$ cat src/logic/strap_skew_pkg.sv
// Constants and carrier types for the strap decode and deskew status block.
package strap_skew_pkg;
	localparam logic [4:0] MODE_CTL_ADDR = 5'h1C;
	localparam logic [4:0] SKEW_STAT_ADDR = 5'h1D;
	localparam logic [4:0] SPARE_1E_ADDR = 5'h1E;
	localparam int PIN_PRIO_BIT = 2;
	localparam int RESET_CTL_BIT = 1;
	localparam logic PIN_PRIO_RST = 1'b0;
	localparam logic RESET_CTL_RST = 1'b0;
	localparam logic [2:0] SKEW_RST = 3'h0;
	localparam logic [15:0] RDATA_RST = 16'h0000;
	localparam int PAIRS = 4;
	localparam int SKEW_W = 3;
	localparam int SKEW_MAX = 7;
	localparam int SYNC_STAGES = 2;
	localparam logic [1:0] SPEED_10 = 2'h0;
	localparam logic [1:0] SPEED_100 = 2'h1;
	localparam logic [1:0] SPEED_1000 = 2'h2;

	typedef struct packed {
		logic autoneg_inhibit_pin;
		logic full_duplex_strap;
		logic ten_mb_strap;
		logic hundred_mb_strap;
		logic gigabit_strap;
	} strap_t;

	// Advertised abilities, highest speed first, full before half.
	typedef struct packed {
		logic g_full;
		logic g_half;
		logic h_full;
		logic h_half;
		logic t_full;
		logic t_half;
	} adv_t;

	typedef struct packed {
		logic aneg_enable;
		logic mode_valid;
		logic [1:0] speed;
		logic full;
		adv_t adv;
	} mode_t;

	localparam mode_t MODE_RST = '0;
endpackage
$ cat src/logic/strap_skew.sv
// Strap pin decode, sticky mode control and per-pair receive deskew status.
module strap_skew
	import strap_skew_pkg::*;
#(
	parameter int SYM_W = 3
) (
	input wire logic clock_i,
	input wire logic rst_b_i,
	input wire strap_t strap_pins_i,
	input wire logic soft_reset_i,
	input wire logic [4:0] mgmt_addr_i,
	input wire logic mgmt_wr_i,
	input wire logic mgmt_rd_i,
	input wire logic [15:0] mgmt_wdata_i,
	input wire mode_t reg_mode_i,
	input wire logic [1:0] link_speed_i,
	input wire logic skew_valid_i,
	input wire logic [PAIRS-1:0][SKEW_W-1:0] skew_meas_i,
	input wire logic [PAIRS-1:0][SYM_W-1:0] rx_sym_i,
	output logic [15:0] mgmt_rdata_o,
	output mode_t eff_mode_o,
	output logic [PAIRS-1:0][SYM_W-1:0] rx_sym_o
);
	strap_t meta_q;
	strap_t pins_q;
	logic pin_prio_q;
	logic reset_ctl_q;
	logic [PAIRS-1:0][SKEW_W-1:0] skew_q;
	logic [PAIRS-1:0][SKEW_MAX-1:0][SYM_W-1:0] line_q;
	mode_t strap_mode_d;
	mode_t eff_mode_d;
	logic all_high;
	logic [15:0] skew_word;
	logic [15:0] rdata_d;
	logic ctl_wr;

	// Only the second stage is looked at; the first may be metastable.
	always_ff @(posedge clock_i or negedge rst_b_i) begin
		if (!rst_b_i) begin
			meta_q <= '0;
			pins_q <= '0;
		end else begin
			meta_q <= strap_pins_i;
			pins_q <= meta_q;
		end
	end

	assign all_high = &pins_q;
	assign ctl_wr = mgmt_wr_i && (mgmt_addr_i == MODE_CTL_ADDR);

	// Sticky control bits; a soft reset in the same cycle as a write wins.
	always_ff @(posedge clock_i or negedge rst_b_i) begin
		if (!rst_b_i) begin
			pin_prio_q <= PIN_PRIO_RST;
			reset_ctl_q <= RESET_CTL_RST;
		end else if (soft_reset_i) begin
			if (reset_ctl_q) begin
				pin_prio_q <= PIN_PRIO_RST;
				reset_ctl_q <= RESET_CTL_RST;
			end
		end else if (ctl_wr) begin
			pin_prio_q <= mgmt_wdata_i[PIN_PRIO_BIT];
			reset_ctl_q <= mgmt_wdata_i[RESET_CTL_BIT];
		end
	end

	always_comb begin
		strap_mode_d = MODE_RST;
		strap_mode_d.aneg_enable = !pins_q.autoneg_inhibit_pin;
		if (!pins_q.autoneg_inhibit_pin) begin
			strap_mode_d.mode_valid = pins_q.ten_mb_strap || pins_q.hundred_mb_strap ||
				pins_q.gigabit_strap;
			strap_mode_d.adv.g_half = pins_q.gigabit_strap;
			strap_mode_d.adv.g_full = pins_q.gigabit_strap && pins_q.full_duplex_strap;
			strap_mode_d.adv.h_half = pins_q.hundred_mb_strap;
			strap_mode_d.adv.h_full = pins_q.hundred_mb_strap && pins_q.full_duplex_strap;
			strap_mode_d.adv.t_half = pins_q.ten_mb_strap;
			strap_mode_d.adv.t_full = pins_q.ten_mb_strap && pins_q.full_duplex_strap;
		end else begin
			strap_mode_d.full = pins_q.full_duplex_strap;
			strap_mode_d.mode_valid = 1'b1;
			if (pins_q.gigabit_strap) begin
				strap_mode_d.speed = SPEED_1000;
			end else if (pins_q.hundred_mb_strap) begin
				strap_mode_d.speed = SPEED_100;
			end else if (pins_q.ten_mb_strap) begin
				strap_mode_d.speed = SPEED_10;
			end else begin
				strap_mode_d.mode_valid = 1'b0;
				strap_mode_d.full = 1'b0;
			end
		end
	end

	// The register view is passed through untouched; pins never write it back.
	always_comb begin
		if (all_high || pin_prio_q) begin
			eff_mode_d = reg_mode_i;
		end else begin
			eff_mode_d = strap_mode_d;
		end
	end

	always_ff @(posedge clock_i or negedge rst_b_i) begin
		if (!rst_b_i) begin
			eff_mode_o <= MODE_RST;
		end else begin
			eff_mode_o <= eff_mode_d;
		end
	end

	// Measurements outside gigabit are not trusted, so the last value is kept.
	always_ff @(posedge clock_i or negedge rst_b_i) begin
		if (!rst_b_i) begin
			skew_q <= {PAIRS{SKEW_RST}};
		end else if (soft_reset_i) begin
			skew_q <= {PAIRS{SKEW_RST}};
		end else if (skew_valid_i && link_speed_i == SPEED_1000) begin
			skew_q <= skew_meas_i;
		end
	end

	genvar p;
	generate
		for (p = 0; p < PAIRS; p++) begin : g_pair
			always_ff @(posedge clock_i or negedge rst_b_i) begin
				if (!rst_b_i) begin
					line_q[p] <= '0;
					rx_sym_o[p] <= '0;
				end else begin
					line_q[p] <= {line_q[p][SKEW_MAX-2:0], rx_sym_i[p]};
					if (skew_q[p] == SKEW_RST) begin
						rx_sym_o[p] <= rx_sym_i[p];
					end else begin
						rx_sym_o[p] <= line_q[p][skew_q[p] - 3'h1];
					end
				end
			end
		end
	endgenerate

	// Pair A sits highest; each field has a reserved zero bit above it.
	assign skew_word = {1'b0, skew_q[0], 1'b0, skew_q[1], 1'b0, skew_q[2],
		1'b0, skew_q[3]};

	always_comb begin
		rdata_d = RDATA_RST;
		unique case (mgmt_addr_i)
			MODE_CTL_ADDR: begin
				rdata_d[PIN_PRIO_BIT] = pin_prio_q;
				rdata_d[RESET_CTL_BIT] = reset_ctl_q;
			end
			SKEW_STAT_ADDR: rdata_d = skew_word;
			SPARE_1E_ADDR: rdata_d = RDATA_RST;
			default: rdata_d = RDATA_RST;
		endcase
	end

	always_ff @(posedge clock_i or negedge rst_b_i) begin
		if (!rst_b_i) begin
			mgmt_rdata_o <= RDATA_RST;
		end else if (mgmt_rd_i) begin
			mgmt_rdata_o <= rdata_d;
		end
	end

	sticky_clear_a: assert property (@(posedge clock_i) disable iff (!rst_b_i)
		soft_reset_i && reset_ctl_q |=> !pin_prio_q && !reset_ctl_q)
		else $error("sticky bits not cleared by soft reset");

	sticky_keep_a: assert property (@(posedge clock_i) disable iff (!rst_b_i)
		soft_reset_i && !reset_ctl_q |=> pin_prio_q == $past(pin_prio_q))
		else $error("sticky bit changed although kept");

	adv_none_a: assert property (@(posedge clock_i) disable iff (!rst_b_i)
		!pin_prio_q && pins_q == '0 |=> eff_mode_o.adv == '0 && !eff_mode_o.mode_valid)
		else $error("advertised with no speed strap");

	adv_duplex_a: assert property (@(posedge clock_i) disable iff (!rst_b_i)
		!pin_prio_q && !pins_q.autoneg_inhibit_pin && pins_q.gigabit_strap
		|=> eff_mode_o.adv.g_half && eff_mode_o.adv.g_full == $past(pins_q.full_duplex_strap))
		else $error("gigabit advertisement wrong");

	force_speed_a: assert property (@(posedge clock_i) disable iff (!rst_b_i)
		!pin_prio_q && !all_high && pins_q.autoneg_inhibit_pin && pins_q.gigabit_strap
		|=> eff_mode_o.speed == SPEED_1000 && !eff_mode_o.aneg_enable)
		else $error("forced gigabit not selected");

	all_high_a: assert property (@(posedge clock_i) disable iff (!rst_b_i)
		all_high |=> eff_mode_o == $past(reg_mode_i))
		else $error("all pins high did not select registers");

	strap_rule_a: assert property (@(posedge clock_i) disable iff (!rst_b_i)
		!pin_prio_q && !all_high |=> eff_mode_o == $past(strap_mode_d))
		else $error("strap mode not applied");

	prio_reg_a: assert property (@(posedge clock_i) disable iff (!rst_b_i)
		pin_prio_q |=> eff_mode_o == $past(reg_mode_i))
		else $error("register mode not applied");

	pin_sync_a: assert property (@(posedge clock_i) disable iff (!rst_b_i)
		$past(rst_b_i, 2) |-> pins_q == $past(strap_pins_i, 2))
		else $error("pin synchroniser latency wrong");

	skew_hold_a: assert property (@(posedge clock_i) disable iff (!rst_b_i)
		link_speed_i != SPEED_1000 && !soft_reset_i |=> $stable(skew_q))
		else $error("skew changed outside gigabit");

	skew_read_a: assert property (@(posedge clock_i) disable iff (!rst_b_i)
		mgmt_rd_i && mgmt_addr_i == SKEW_STAT_ADDR
		|=> mgmt_rdata_o[15] == 1'b0 && mgmt_rdata_o[11] == 1'b0 && mgmt_rdata_o[7] == 1'b0
		&& mgmt_rdata_o[3] == 1'b0 && mgmt_rdata_o[14:12] == $past(skew_q[0]))
		else $error("skew status layout wrong");

	spare_zero_a: assert property (@(posedge clock_i) disable iff (!rst_b_i)
		mgmt_rd_i && mgmt_addr_i == SPARE_1E_ADDR |=> mgmt_rdata_o == 16'h0000)
		else $error("spare register not zero");

	delay_two_a: assert property (@(posedge clock_i) disable iff (!rst_b_i)
		skew_q[0] == 3'h2 && $past(skew_q[0]) == 3'h2 && $past(rst_b_i, 3)
		|=> rx_sym_o[0] == $past(rx_sym_i[0], 3))
		else $error("pair A delay wrong");

	delay_zero_a: assert property (@(posedge clock_i) disable iff (!rst_b_i)
		skew_q[2] == 3'h0 && $past(skew_q[2]) == 3'h0 |=> rx_sym_o[2] == $past(rx_sym_i[2]))
		else $error("pair C zero delay wrong");

	sticky_ctl_keep_a: assert property (@(posedge clock_i) disable iff (!rst_b_i)
		soft_reset_i && !reset_ctl_q |=> !reset_ctl_q)
		else $error("reset control changed although kept");

	ctl_write_a: assert property (@(posedge clock_i) disable iff (!rst_b_i)
		ctl_wr && !soft_reset_i |=> pin_prio_q == $past(mgmt_wdata_i[PIN_PRIO_BIT]))
		else $error("priority bit write lost");

	ctl_read_a: assert property (@(posedge clock_i) disable iff (!rst_b_i)
		mgmt_rd_i && mgmt_addr_i == MODE_CTL_ADDR
		|=> mgmt_rdata_o[2] == $past(pin_prio_q) && mgmt_rdata_o[15:3] == 13'h0000)
		else $error("control register read wrong");

	adv_hundred_a: assert property (@(posedge clock_i) disable iff (!rst_b_i)
		!pin_prio_q && !pins_q.autoneg_inhibit_pin && pins_q.hundred_mb_strap
		|=> eff_mode_o.adv.h_half && eff_mode_o.aneg_enable)
		else $error("hundred advertisement wrong");

	adv_ten_a: assert property (@(posedge clock_i) disable iff (!rst_b_i)
		!pin_prio_q && !pins_q.autoneg_inhibit_pin
		|=> eff_mode_o.adv.t_half == $past(pins_q.ten_mb_strap))
		else $error("ten advertisement wrong");

	adv_half_only_a: assert property (@(posedge clock_i) disable iff (!rst_b_i)
		!pin_prio_q && !pins_q.autoneg_inhibit_pin && !pins_q.full_duplex_strap
		|=> !eff_mode_o.adv.g_full && !eff_mode_o.adv.h_full && !eff_mode_o.adv.t_full)
		else $error("full duplex advertised without strap");

	force_hundred_a: assert property (@(posedge clock_i) disable iff (!rst_b_i)
		!pin_prio_q && pins_q.autoneg_inhibit_pin && !pins_q.gigabit_strap
		&& pins_q.hundred_mb_strap |=> eff_mode_o.speed == SPEED_100)
		else $error("forced hundred not selected");

	force_ten_a: assert property (@(posedge clock_i) disable iff (!rst_b_i)
		!pin_prio_q && pins_q.autoneg_inhibit_pin && !pins_q.gigabit_strap
		&& !pins_q.hundred_mb_strap && pins_q.ten_mb_strap
		|=> eff_mode_o.speed == SPEED_10 && eff_mode_o.mode_valid)
		else $error("forced ten not selected");

	force_duplex_a: assert property (@(posedge clock_i) disable iff (!rst_b_i)
		!pin_prio_q && !all_high && pins_q.autoneg_inhibit_pin
		&& (pins_q.gigabit_strap || pins_q.hundred_mb_strap || pins_q.ten_mb_strap)
		|=> eff_mode_o.full == $past(pins_q.full_duplex_strap))
		else $error("forced duplex wrong");

	force_none_a: assert property (@(posedge clock_i) disable iff (!rst_b_i)
		!pin_prio_q && pins_q.autoneg_inhibit_pin && !pins_q.gigabit_strap
		&& !pins_q.hundred_mb_strap && !pins_q.ten_mb_strap |=> !eff_mode_o.mode_valid)
		else $error("forced mode without speed strap");

	force_no_adv_a: assert property (@(posedge clock_i) disable iff (!rst_b_i)
		!pin_prio_q && !all_high && pins_q.autoneg_inhibit_pin |=> eff_mode_o.adv == '0)
		else $error("forced mode advertised");

	skew_clear_a: assert property (@(posedge clock_i) disable iff (!rst_b_i)
		soft_reset_i |=> skew_q == '0)
		else $error("skew not cleared by soft reset");

	skew_take_a: assert property (@(posedge clock_i) disable iff (!rst_b_i)
		skew_valid_i && link_speed_i == SPEED_1000 && !soft_reset_i
		|=> skew_q == $past(skew_meas_i))
		else $error("gigabit skew not taken");

	rdata_hold_a: assert property (@(posedge clock_i) disable iff (!rst_b_i)
		!mgmt_rd_i |=> $stable(mgmt_rdata_o))
		else $error("read data changed without read");
endmodule

$ cat config.mk
export PLATFORM = sky130hd
export DESIGN_NAME = strap_skew
export DESIGN_NICKNAME = d
export VERILOG_FILES = /design/src/logic/strap_skew_pkg.sv /design/src/logic/strap_skew.sv
export SDC_FILE = /design/constraint.sdc
export NUM_CORES = 1
export LEC_CHECK = 0
export BUFFER_PORTS_ARGS = -buffer_cell sky130_fd_sc_hd__clkbuf_2
export CAP_MARGIN = 40
export CORE_UTILIZATION = 58
export DETAILED_ROUTE_END_ITERATION = 10
export HOLD_SLACK_MARGIN = 0.08
export PLACE_DENSITY = 0.84
export SLEW_MARGIN = 10
export SYNTH_ARGS = -nofsm -noshare
export SYNTH_HDL_FRONTEND = slang
export SYNTH_SLANG_ARGS = --single-unit
$ cat constraint.sdc
create_clock -name clock_i -period 4.4 [get_ports clock_i]
set_clock_uncertainty 0.2 [all_clocks]
set_input_delay 0.88 -clock clock_i [delete_from_list [all_inputs] [get_ports clock_i]]
set_output_delay 0.88 -clock clock_i [all_outputs]
set_load 0.005 [all_outputs]
==> out/metrics.csv, run 1 <==
metric;value;unit
drive_above_1_share;33.6;%
worstReg2RegStart;skew_q[3];
synthArstFlopShare;100;%
ir_worst_vdd;264;uV
critPathMaxFanout;10;
crit_type;reg -> reg;
hpwl;6.39;mm
cp-start-kind;flip-flop;
io_buffers;89;
htreeDepth;4;
grtUsageTotal;23.7;%
synth_area;5180;um2
tightest_slew;750;ps
finish.instance_area;6230;um2
ios;108;
ys_seq_elements;143;
antenna_left;0;
r2r-end;rx_sym_o[3];
core;8680;um2
nNetsFinal;513;
gp_congestion;0.759;
design.die.area;9310;um2
finalSetupViolCount;0;
grt_max_degree;86;
drt-initial-drc-count;223;
r2r_slack;2200;ps
synthesis.instances;337;
drv_cap;0;
overflow;0;
cp_slowest_cell;dfrtp_1;
dp.cells;525;
cpLargestDelayFamily;flip-flops;
root_buffer;clkbuf_8;
syn_to_final_growth;20.4;%
synth_cell_types;37;
cp-end-kind;flip-flop;
clk_pin_slew;60;ps
fin_cells;555;
via_per_inst;5.68;
final_common_cell;dfrtp_1;
reg2reg_depth;5;
first_pass_iters;5;
cts_tree;built;
routed_wl;9.83;mm
vias;3155;
antenna_found_initial;0;
p_per_area;477;nW/um2
slew_violations;0;
p_total;2970;uW
seq_area_frac_synth;69.1;%
placed_area;5690;um2
cts_hold_buf;0;
hold_viol_final;0;
post-route-drc-count;0;
post_cts_buffers;0;
cp_data_arrival_time;2370;ps
cp-startpoint;skew_q[3];
cts.repair.resized;0;
grt_pass1_wl;15.9;mm
slew_headroom;50.0;%
tns;0;ps
max_freq;455;MHz
insertedDiodeCount;0;
cts_inserted_buffers;17;
start_util;59.7;%
yosysWarnings;0;
hp-start;meta_q[0];
min_path_cells;0;
layout_setup_ws;2200;ps
synth_edf_count;0;
rows;34;
min_to;pins_q[0];
synth_ff_type;dfrtp_1;
worstPathCellList;inv_1, ha_1, nor2b_1, a221oi_1, o31ai_1;
rsz0062_at_grt;false;
die_h;96.5;um
synth_area_per_cell;15.4;um2
period_minus_slack;2200;ps
dpl_worst_slack;2200;ps
min_path_type;reg -> reg;
status;complete, no violations;
min_period_over_period;49.9;%
max_stage_delay;620;ps
final_cell_mix;dfrtp_1 (143), clkbuf_2 (88), a22o_1 (22);
cts_sinks;143;
grt_pass1_vias;3204;
critical_path_buf_inv_count;1;
p_leak;0.00295;uW
routedWlPerCell;17.7;um
required;4570;ps
insertion_delay;500;ps
clockBufferDepth;2;
die_w;96.5;um
-- Yosys cell counts (8+ instances only) --
master      n  share of area, %
nand2_1    14               1.0
nor2b_1     9               1.1
mux4_2     12               5.2
o31ai_1    12               1.7
ha_1        8               1.9
nor2_1     15               1.1
a221oi_1   12               2.0
inv_1      12              0.87
dfrtp_1   143                69
mux2_2     12               2.6
a22o_1     22               3.7
-- layout make-up --
cell class,count,area (um2)
clock inverter,10,116
inverter,12,45.0
sequential,143,3580
clock buffer,20,425
fill,570,2440
multi-input combinational,170,1460
tap,108,135
timing repair buffer,92,474
-- power breakdown --
| part | leakage [uW] | total (uW) | switching, uW | internal (uW) |
|---|---|---|---|---|
| combinational | 0.000964 | 224 | 116 | 107 |
| sequential | 0.00173 | 1440 | 47.4 | 1390 |
| clock | 0.000261 | 1310 | 511 | 800 |
-- metal layers --
| metal | track usage, % | wire, um | up-vias |
|---|---|---|---|
| li1 | - | - | 1412 |
| met1 | 33.1 | 4380 | 1617 |
| met2 | 35.7 | 4800 | 115 |
| met3 | 6.65 | 537 | 11 |
| met4 | 8.95 | 111 | 0 |
| met5 | 0 | 0 | - |
-- registers in the layout, summed over array words and instances, names as in the netlist --
name	cells
line_q	84
mgmt_rdata_o	12
skew_q	12
pins_q	5
eff_mode_o	11
reset_ctl_q	1
meta_q	5
rx_sym_o	12
pin_prio_q	1
-- worst max-delay path by stage --
stage	slack (ps)	cells past startpoint	to
after global placement	2140	3	skew_q[9]
after detailed placement	2200	4	mgmt_rdata_o[10]
after CTS	2180	5	rx_sym_o[3]
final	2200	5	rx_sym_o[3]
after floorplan	2510	4	mgmt_rdata_o[10]
after global routing	2030	5	rx_sym_o[5]
-- per-stage QoR --
step | hold slack (ps) | utilization (%)
finish | 146 | 71.8
global route | 152 | 71.8
CTS | 141 | 71.8
detailed placement | 135 | 65.6
global placement | 135 | 65.5
floorplan | 131 | -
-- logic make-up (layout without fill, tap and decap cells) --
group	Yosys count	after routing	synth area share [%]
multiplexers	27	27	8.50
XOR/XNOR	8	8	1.35
other	1	4	0.0724
flip-flops	143	143	69.1
AND/OR/NAND/NOR	56	56	5.63
adder cells (fa/ha/maj)	8	8	1.93
AO/OA/AOI/OAI	67	67	10.4
buffers and inverters	27	134	3.02
-- worst reg2reg max path, cell delays in order, from the launching register on --
cell,delay (ps)
dfrtp_1,620
inv_1,130
ha_1,470
nor2b_1,130
a221oi_1,390
o31ai_1,120
Power figures use the tool's default switching activity.
==> inputs of run 2 (changes only) <==
Settings changed: ABC_AREA from default to 1, CORE_UTILIZATION 58 to 55, PLACE_DENSITY 0.84 to 0.79.
Clock period 4.4 ns to 2.18 ns, I/O delays scaled along.
==> run 2 against run 1 <==
Against the previous run: total power increased by 110%; non-clock buffer count grew 59; clock-buffer cell count fell by 1; critical path depth rose by 3; largest power group unchanged.
==> out/metrics.csv, run 2 <==
metric;value;unit
status;complete, no violations;
io_buffers;89;
finish.instance_area;7220;um2
overflow;0;
synth_area_leaders;dfrtp_1 (64%), nand2_1 (14%), nand3_1 (5.8%), inv_1 (4.8%), nor2_1 (1.9%);
synth_ff_type;dfrtp_1;
grt_max_degree;56;
synth_edf_count;0;
post_cts_buffers;0;
min_path_type;in -> reg;
largest_register;line_q;
die_w;103;um
syn_to_final_growth;29.1;%
p_leak;0.00383;uW
first_pass_iters;4;
seq_area_frac_synth;63.9;%
yosys.area.top_type_share;63.9;%
insertedDiodeCount;0;
design.die.area;10600;um2
clk_pin_slew;60;ps
antenna_found_initial;0;
routed_wl;11.9;mm
min_period_over_period;92.3;%
synth_area;5600;um2
crit_type;in -> reg;
ir_worst_vdd;522;uV
cp_data_arrival_time;2260;ps
largest_register_ffs;84;
whs;121;ps
fin_cells;887;
rsz0062_at_grt;false;
synthArstFlopShare;100;%
yosysWarnings;0;
ios;108;
cts_tree;built;
cts_inserted_buffers;17;
p_per_area;885;nW/um2
htreeDepth;4;
cp-end-kind;flip-flop;
cts_sinks;143;
tns;0;ps
antenna_left;0;
core;9820;um2
period_minus_slack;2010;ps
drv_cap;0;
via_per_inst;4.83;
die_h;103;um
rows;36;
dp.cells;806;
slew_violations;0;
synth_cell_types;22;
gp_congestion;0.849;
synth.top_cells.by_count;nand2_1 (206), dfrtp_1 (143), inv_1 (72);
synth_top_cell_by_area;dfrtp_1;
root_buffer;clkbuf_8;
start_util;57.0;%
max_freq;497;MHz
nNetsFinal;818;
placed_area;6190;um2
hold_viol_final;0;
final_cell_mix;nand2_1 (206), dfrtp_1 (143), clkbuf_2 (88);
drive_above_1_share;19.9;%
required;2430;ps
ys_seq_elements;143;
insertion_delay;510;ps
vias;4283;
critPathMaxFanout;3;
hpwl;7.57;mm
grt_pass1_wl;19.2;mm
grtUsageTotal;24.5;%
cp-start-kind;primary input;
synth.most_common_cell;nand2_1;
final_common_cell;nand2_1;
finalSetupViolCount;0;
drt-initial-drc-count;181;
synth_area_per_cell;9.49;um2
synthesis.instances;590;
grt_pass1_vias;4233;
clockBufferDepth;2;
post-route-drc-count;0;
routedWlPerCell;13.4;um
-- run 2: timing repair --
action,4_1_cts,5_1_grt
hold buffers,49,0
resized for setup,0,0
endpoints found under the hold margin,199,0
-- run 2: final cells by class --
| type | count | area (um2) |
|---|---|---|
| multi-input cells | 352 | 1580 |
| flip-flops and latches | 143 | 3580 |
| clock inverters | 13 | 115 |
| well taps | 133 | 166 |
| clock buffers | 19 | 432 |
| inverters | 76 | 285 |
| fillers | 678 | 2590 |
| repair buffers | 151 | 1060 |
-- run 2: path summary, 6_finish.rpt --
path | start | to | slack [ps] | depth (start not counted)
max | mgmt_addr_i[0] | pin_prio_q | 170 | 8
min | mgmt_wr_i | reset_ctl_q | 120 | 6
max reg2reg | skew_q[0] | rx_sym_o[1] | 330 | 9
min reg2reg | meta_q[2] | pins_q[2] | 140 | 0
max in group asynchronous | rst_b_i | line_q[33] | 1020 | 3
min in group asynchronous | rst_b_i | line_q[60] | 150 | 2
-- run 2: per-stage QoR --
step	total power [uW]	setup WS, ps	util (%)
finish	6390	167	73.6
global route	6720	34.2	73.6
CTS	6430	213	73.6
detailed placement	3750	420	63.0
global placement	3710	484	63.0
floorplan	3430	516	-
-- run 2: cells by family (layout without fill, tap and decap cells) --
group                    after synthesis  after routing  share of synthesized area (%)
AO/OA/AOI/OAI                         31             31                           3.62
other                                  1              4                         0.0670
buffers and inverters                 98            259                           8.00
adder cells (fa/ha/maj)                8              8                           1.79
flip-flops                           143            143                           63.9
AND/OR/NAND/NOR                      309            309                           22.6
-- run 2: critical path, stage by stage --
cell and delay (ps):
dlygate4sd3_1 540, clkbuf_2 120, nor2_1 130, nand2_1 100, nor2_1 180, nand3_1 110, dlygate4sd3_1 580, nand2_1 60
-- run 2: power by group --
part           total [uW]  internal [uW]  switching, uW
Clock                2600           1540           1060
Combinational         870            345            524
Sequential           2920           2840           77.7
-- run 2: layer usage --
metal  wire (um)  track usage (%)  share of wire (%)  vias to the layer above
met5           0                0                  0                        -
li1            -                -                  -                     2113
met2        5970             40.5                 50                      128
met3         573             5.90                4.8                       25
met4         274             11.6                2.3                        0
met1        5100             30.6                 43                     2017
==> inputs of run 3 (changes only) <==
Settings changed: CORE_UTILIZATION 55 to 57, CTS_BUF_LIST from default to sky130_fd_sc_hd__clkbuf_8, PLACE_DENSITY 0.79 to 0.82.
==> run 3 against run 2 <==
Against the previous run: combinational power about the same; register-to-register slack improved by 70 ps; utilization increased by 2.4 points; global-route usage up 1.3 points; cell area decreased by 1.5%; largest power group unchanged; critical endpoint is now rx_sym_o[4]; highest routed layer unchanged; routed wire length barely moved; final cell count is 1.0% lower.
==> out/metrics.csv, run 3 (synthesis gave the netlist of run 2 again) <==
metric;value;unit
status;complete, no violations;
hold_viol_final;0;
clk_pin_slew;80;ps
drt-initial-drc-count;187;
tightest_slew;710;ps
cp-end-kind;flip-flop;
ios;108;
cts.repair.resized;0;
first_pass_iters;5;
grtUsageTotal;25.8;%
routed_wl;11.9;mm
largest_register_ffs;84;
max_freq;562;MHz
antenna_left;0;
ir_worst_vdd;530;uV
p_per_area;886;nW/um2
insertedDiodeCount;0;
routedWlPerCell;13.6;um
worstPathCellList;inv_1, buf_4, ha_1, inv_1, nand2_1, nand2_1, nor2_1, nand2_1, nand3_1, nand2_1;
cp-start-kind;flip-flop;
cts_tree;built;
root_buffer;clkbuf_8;
period_minus_slack;1780;ps
required;2300;ps
max_stage_delay;390;ps
dpl_worst_slack;444;ps
cpMostUsedCell;nand2_1;
crit_type;reg -> reg;
critPathMaxFanout;11;
nNetsFinal;813;
min_period_over_period;81.6;%
rows;35;
drv_cap;0;
syn_to_final_growth;27.1;%
post-route-drc-count;0;
finalSetupViolCount;0;
clockBufferDepth;2;
critical_path_buf_inv_count;3;
grt_pass1_vias;4402;
grt_max_degree;54;
min_path_type;in -> reg;
antenna_found_initial;0;
overflow;0;
core;9370;um2
tns;0;ps
slew_violations;0;
final_common_cell;nand2_1;
hpwl;7.49;mm
cp_slowest_cell;dfrtp_1;
insertion_delay;430;ps
grt_pass1_wl;19.8;mm
htreeDepth;4;
die_h;101;um
final_cell_mix;nand2_1 (206), dfrtp_1 (143), clkbuf_2 (88);
rsz0062_at_grt;false;
io_buffers;89;
die_w;101;um
start_util;59.7;%
largest_register;line_q;
drive_above_1_share;20.0;%
slew_headroom;52.6;%
cp_data_arrival_time;1900;ps
cts_inserted_buffers;17;
layout_setup_ws;402;ps
final_util;75.9;%
via_per_inst;4.96;
cts_sinks;143;
p_leak;0.00381;uW
cpLargestDelayFamily;simple AND/OR/NAND/NOR gates;
vias;4354;
design.die.area;10200;um2
gp_congestion;0.801;
## run 3: cell types whose count changed in the layout (fill, tap and decap cells not counted)
cell | previous run | this run
clkbuf_8 | 2 | 19
clkbuf_16 | 16 | 0
bufinv_16 | 1 | 6
dlygate4sd3_1 | 49 | 44
clkinvlp_4 | 7 | 3
clkinv_2 | 3 | 0
clkbuf_1 | 1 | 0
clkinv_4 | 0 | 1
inv_1 | 72 | 73
## run 3: what timing repair did
item                                   CTS  global route
endpoints found under the hold margin  105             0
setup buffers                            0             0
hold buffers                            44             0
## run 3: layer usage
metal | vias up | track usage, % | routed length, um
met5 | - | 0 | 0
met4 | 0 | 13.5 | 347
met3 | 31 | 5.06 | 642
met2 | 157 | 42.3 | 5920
met1 | 2059 | 32.9 | 5010
li1 | 2107 | - | -
## run 3: layout make-up
type / count / area [um2]
Multi-Input combinational cell: 352 / 1580
Clock inverter: 13 / 233
Clock buffer: 19 / 262
Fill cell: 641 / 2250
Timing Repair Buffer: 146 / 1010
Tap cell: 129 / 161
Sequential cell: 143 / 3580
Inverter: 76 / 285
## run 3: power by group
| group | internal, uW | switching (uW) |
|---|---|---|
| clock | 1540 | 978 |
| combinational | 340 | 527 |
| sequential | 2830 | 80.1 |
| total | 4720 | 1580 |
## run 3: stage by stage
step / power (uW) / area, um2 / instances / hold WS [ps]
floorplan: 3430 / 5610 / 593 / -59.6
global placement: 3710 / 6180 / 802 / 134
detailed placement: 3750 / 6180 / 802 / 135
CTS: 6340 / 7120 / 878 / 91.7
global route: 6610 / 7120 / 878 / 134
finish: 6300 / 7120 / 878 / 113
## run 3: path summary, 6_finish.rpt
path	start	depth (start not counted)	endpoint	slack [ps]
max	skew_q[3]	10	rx_sym_o[4]	400
min	soft_reset_i	4	pin_prio_q	110
max reg2reg	skew_q[3]	10	rx_sym_o[4]	400
min reg2reg	meta_q[1]	0	pins_q[1]	150
max in group asynchronous	rst_b_i	3	skew_q[4]	820
min in group asynchronous	rst_b_i	2	line_q[53]	330
## run 3: worst register-to-register path, stage by stage, from the launching register on
cell and delay [ps]:
dfrtp_1 390, inv_1 80, buf_4 180, ha_1 190, inv_1 50, nand2_1 60
nand2_1 160, nor2_1 160, nand2_1 70, nand3_1 90, nand2_1 60
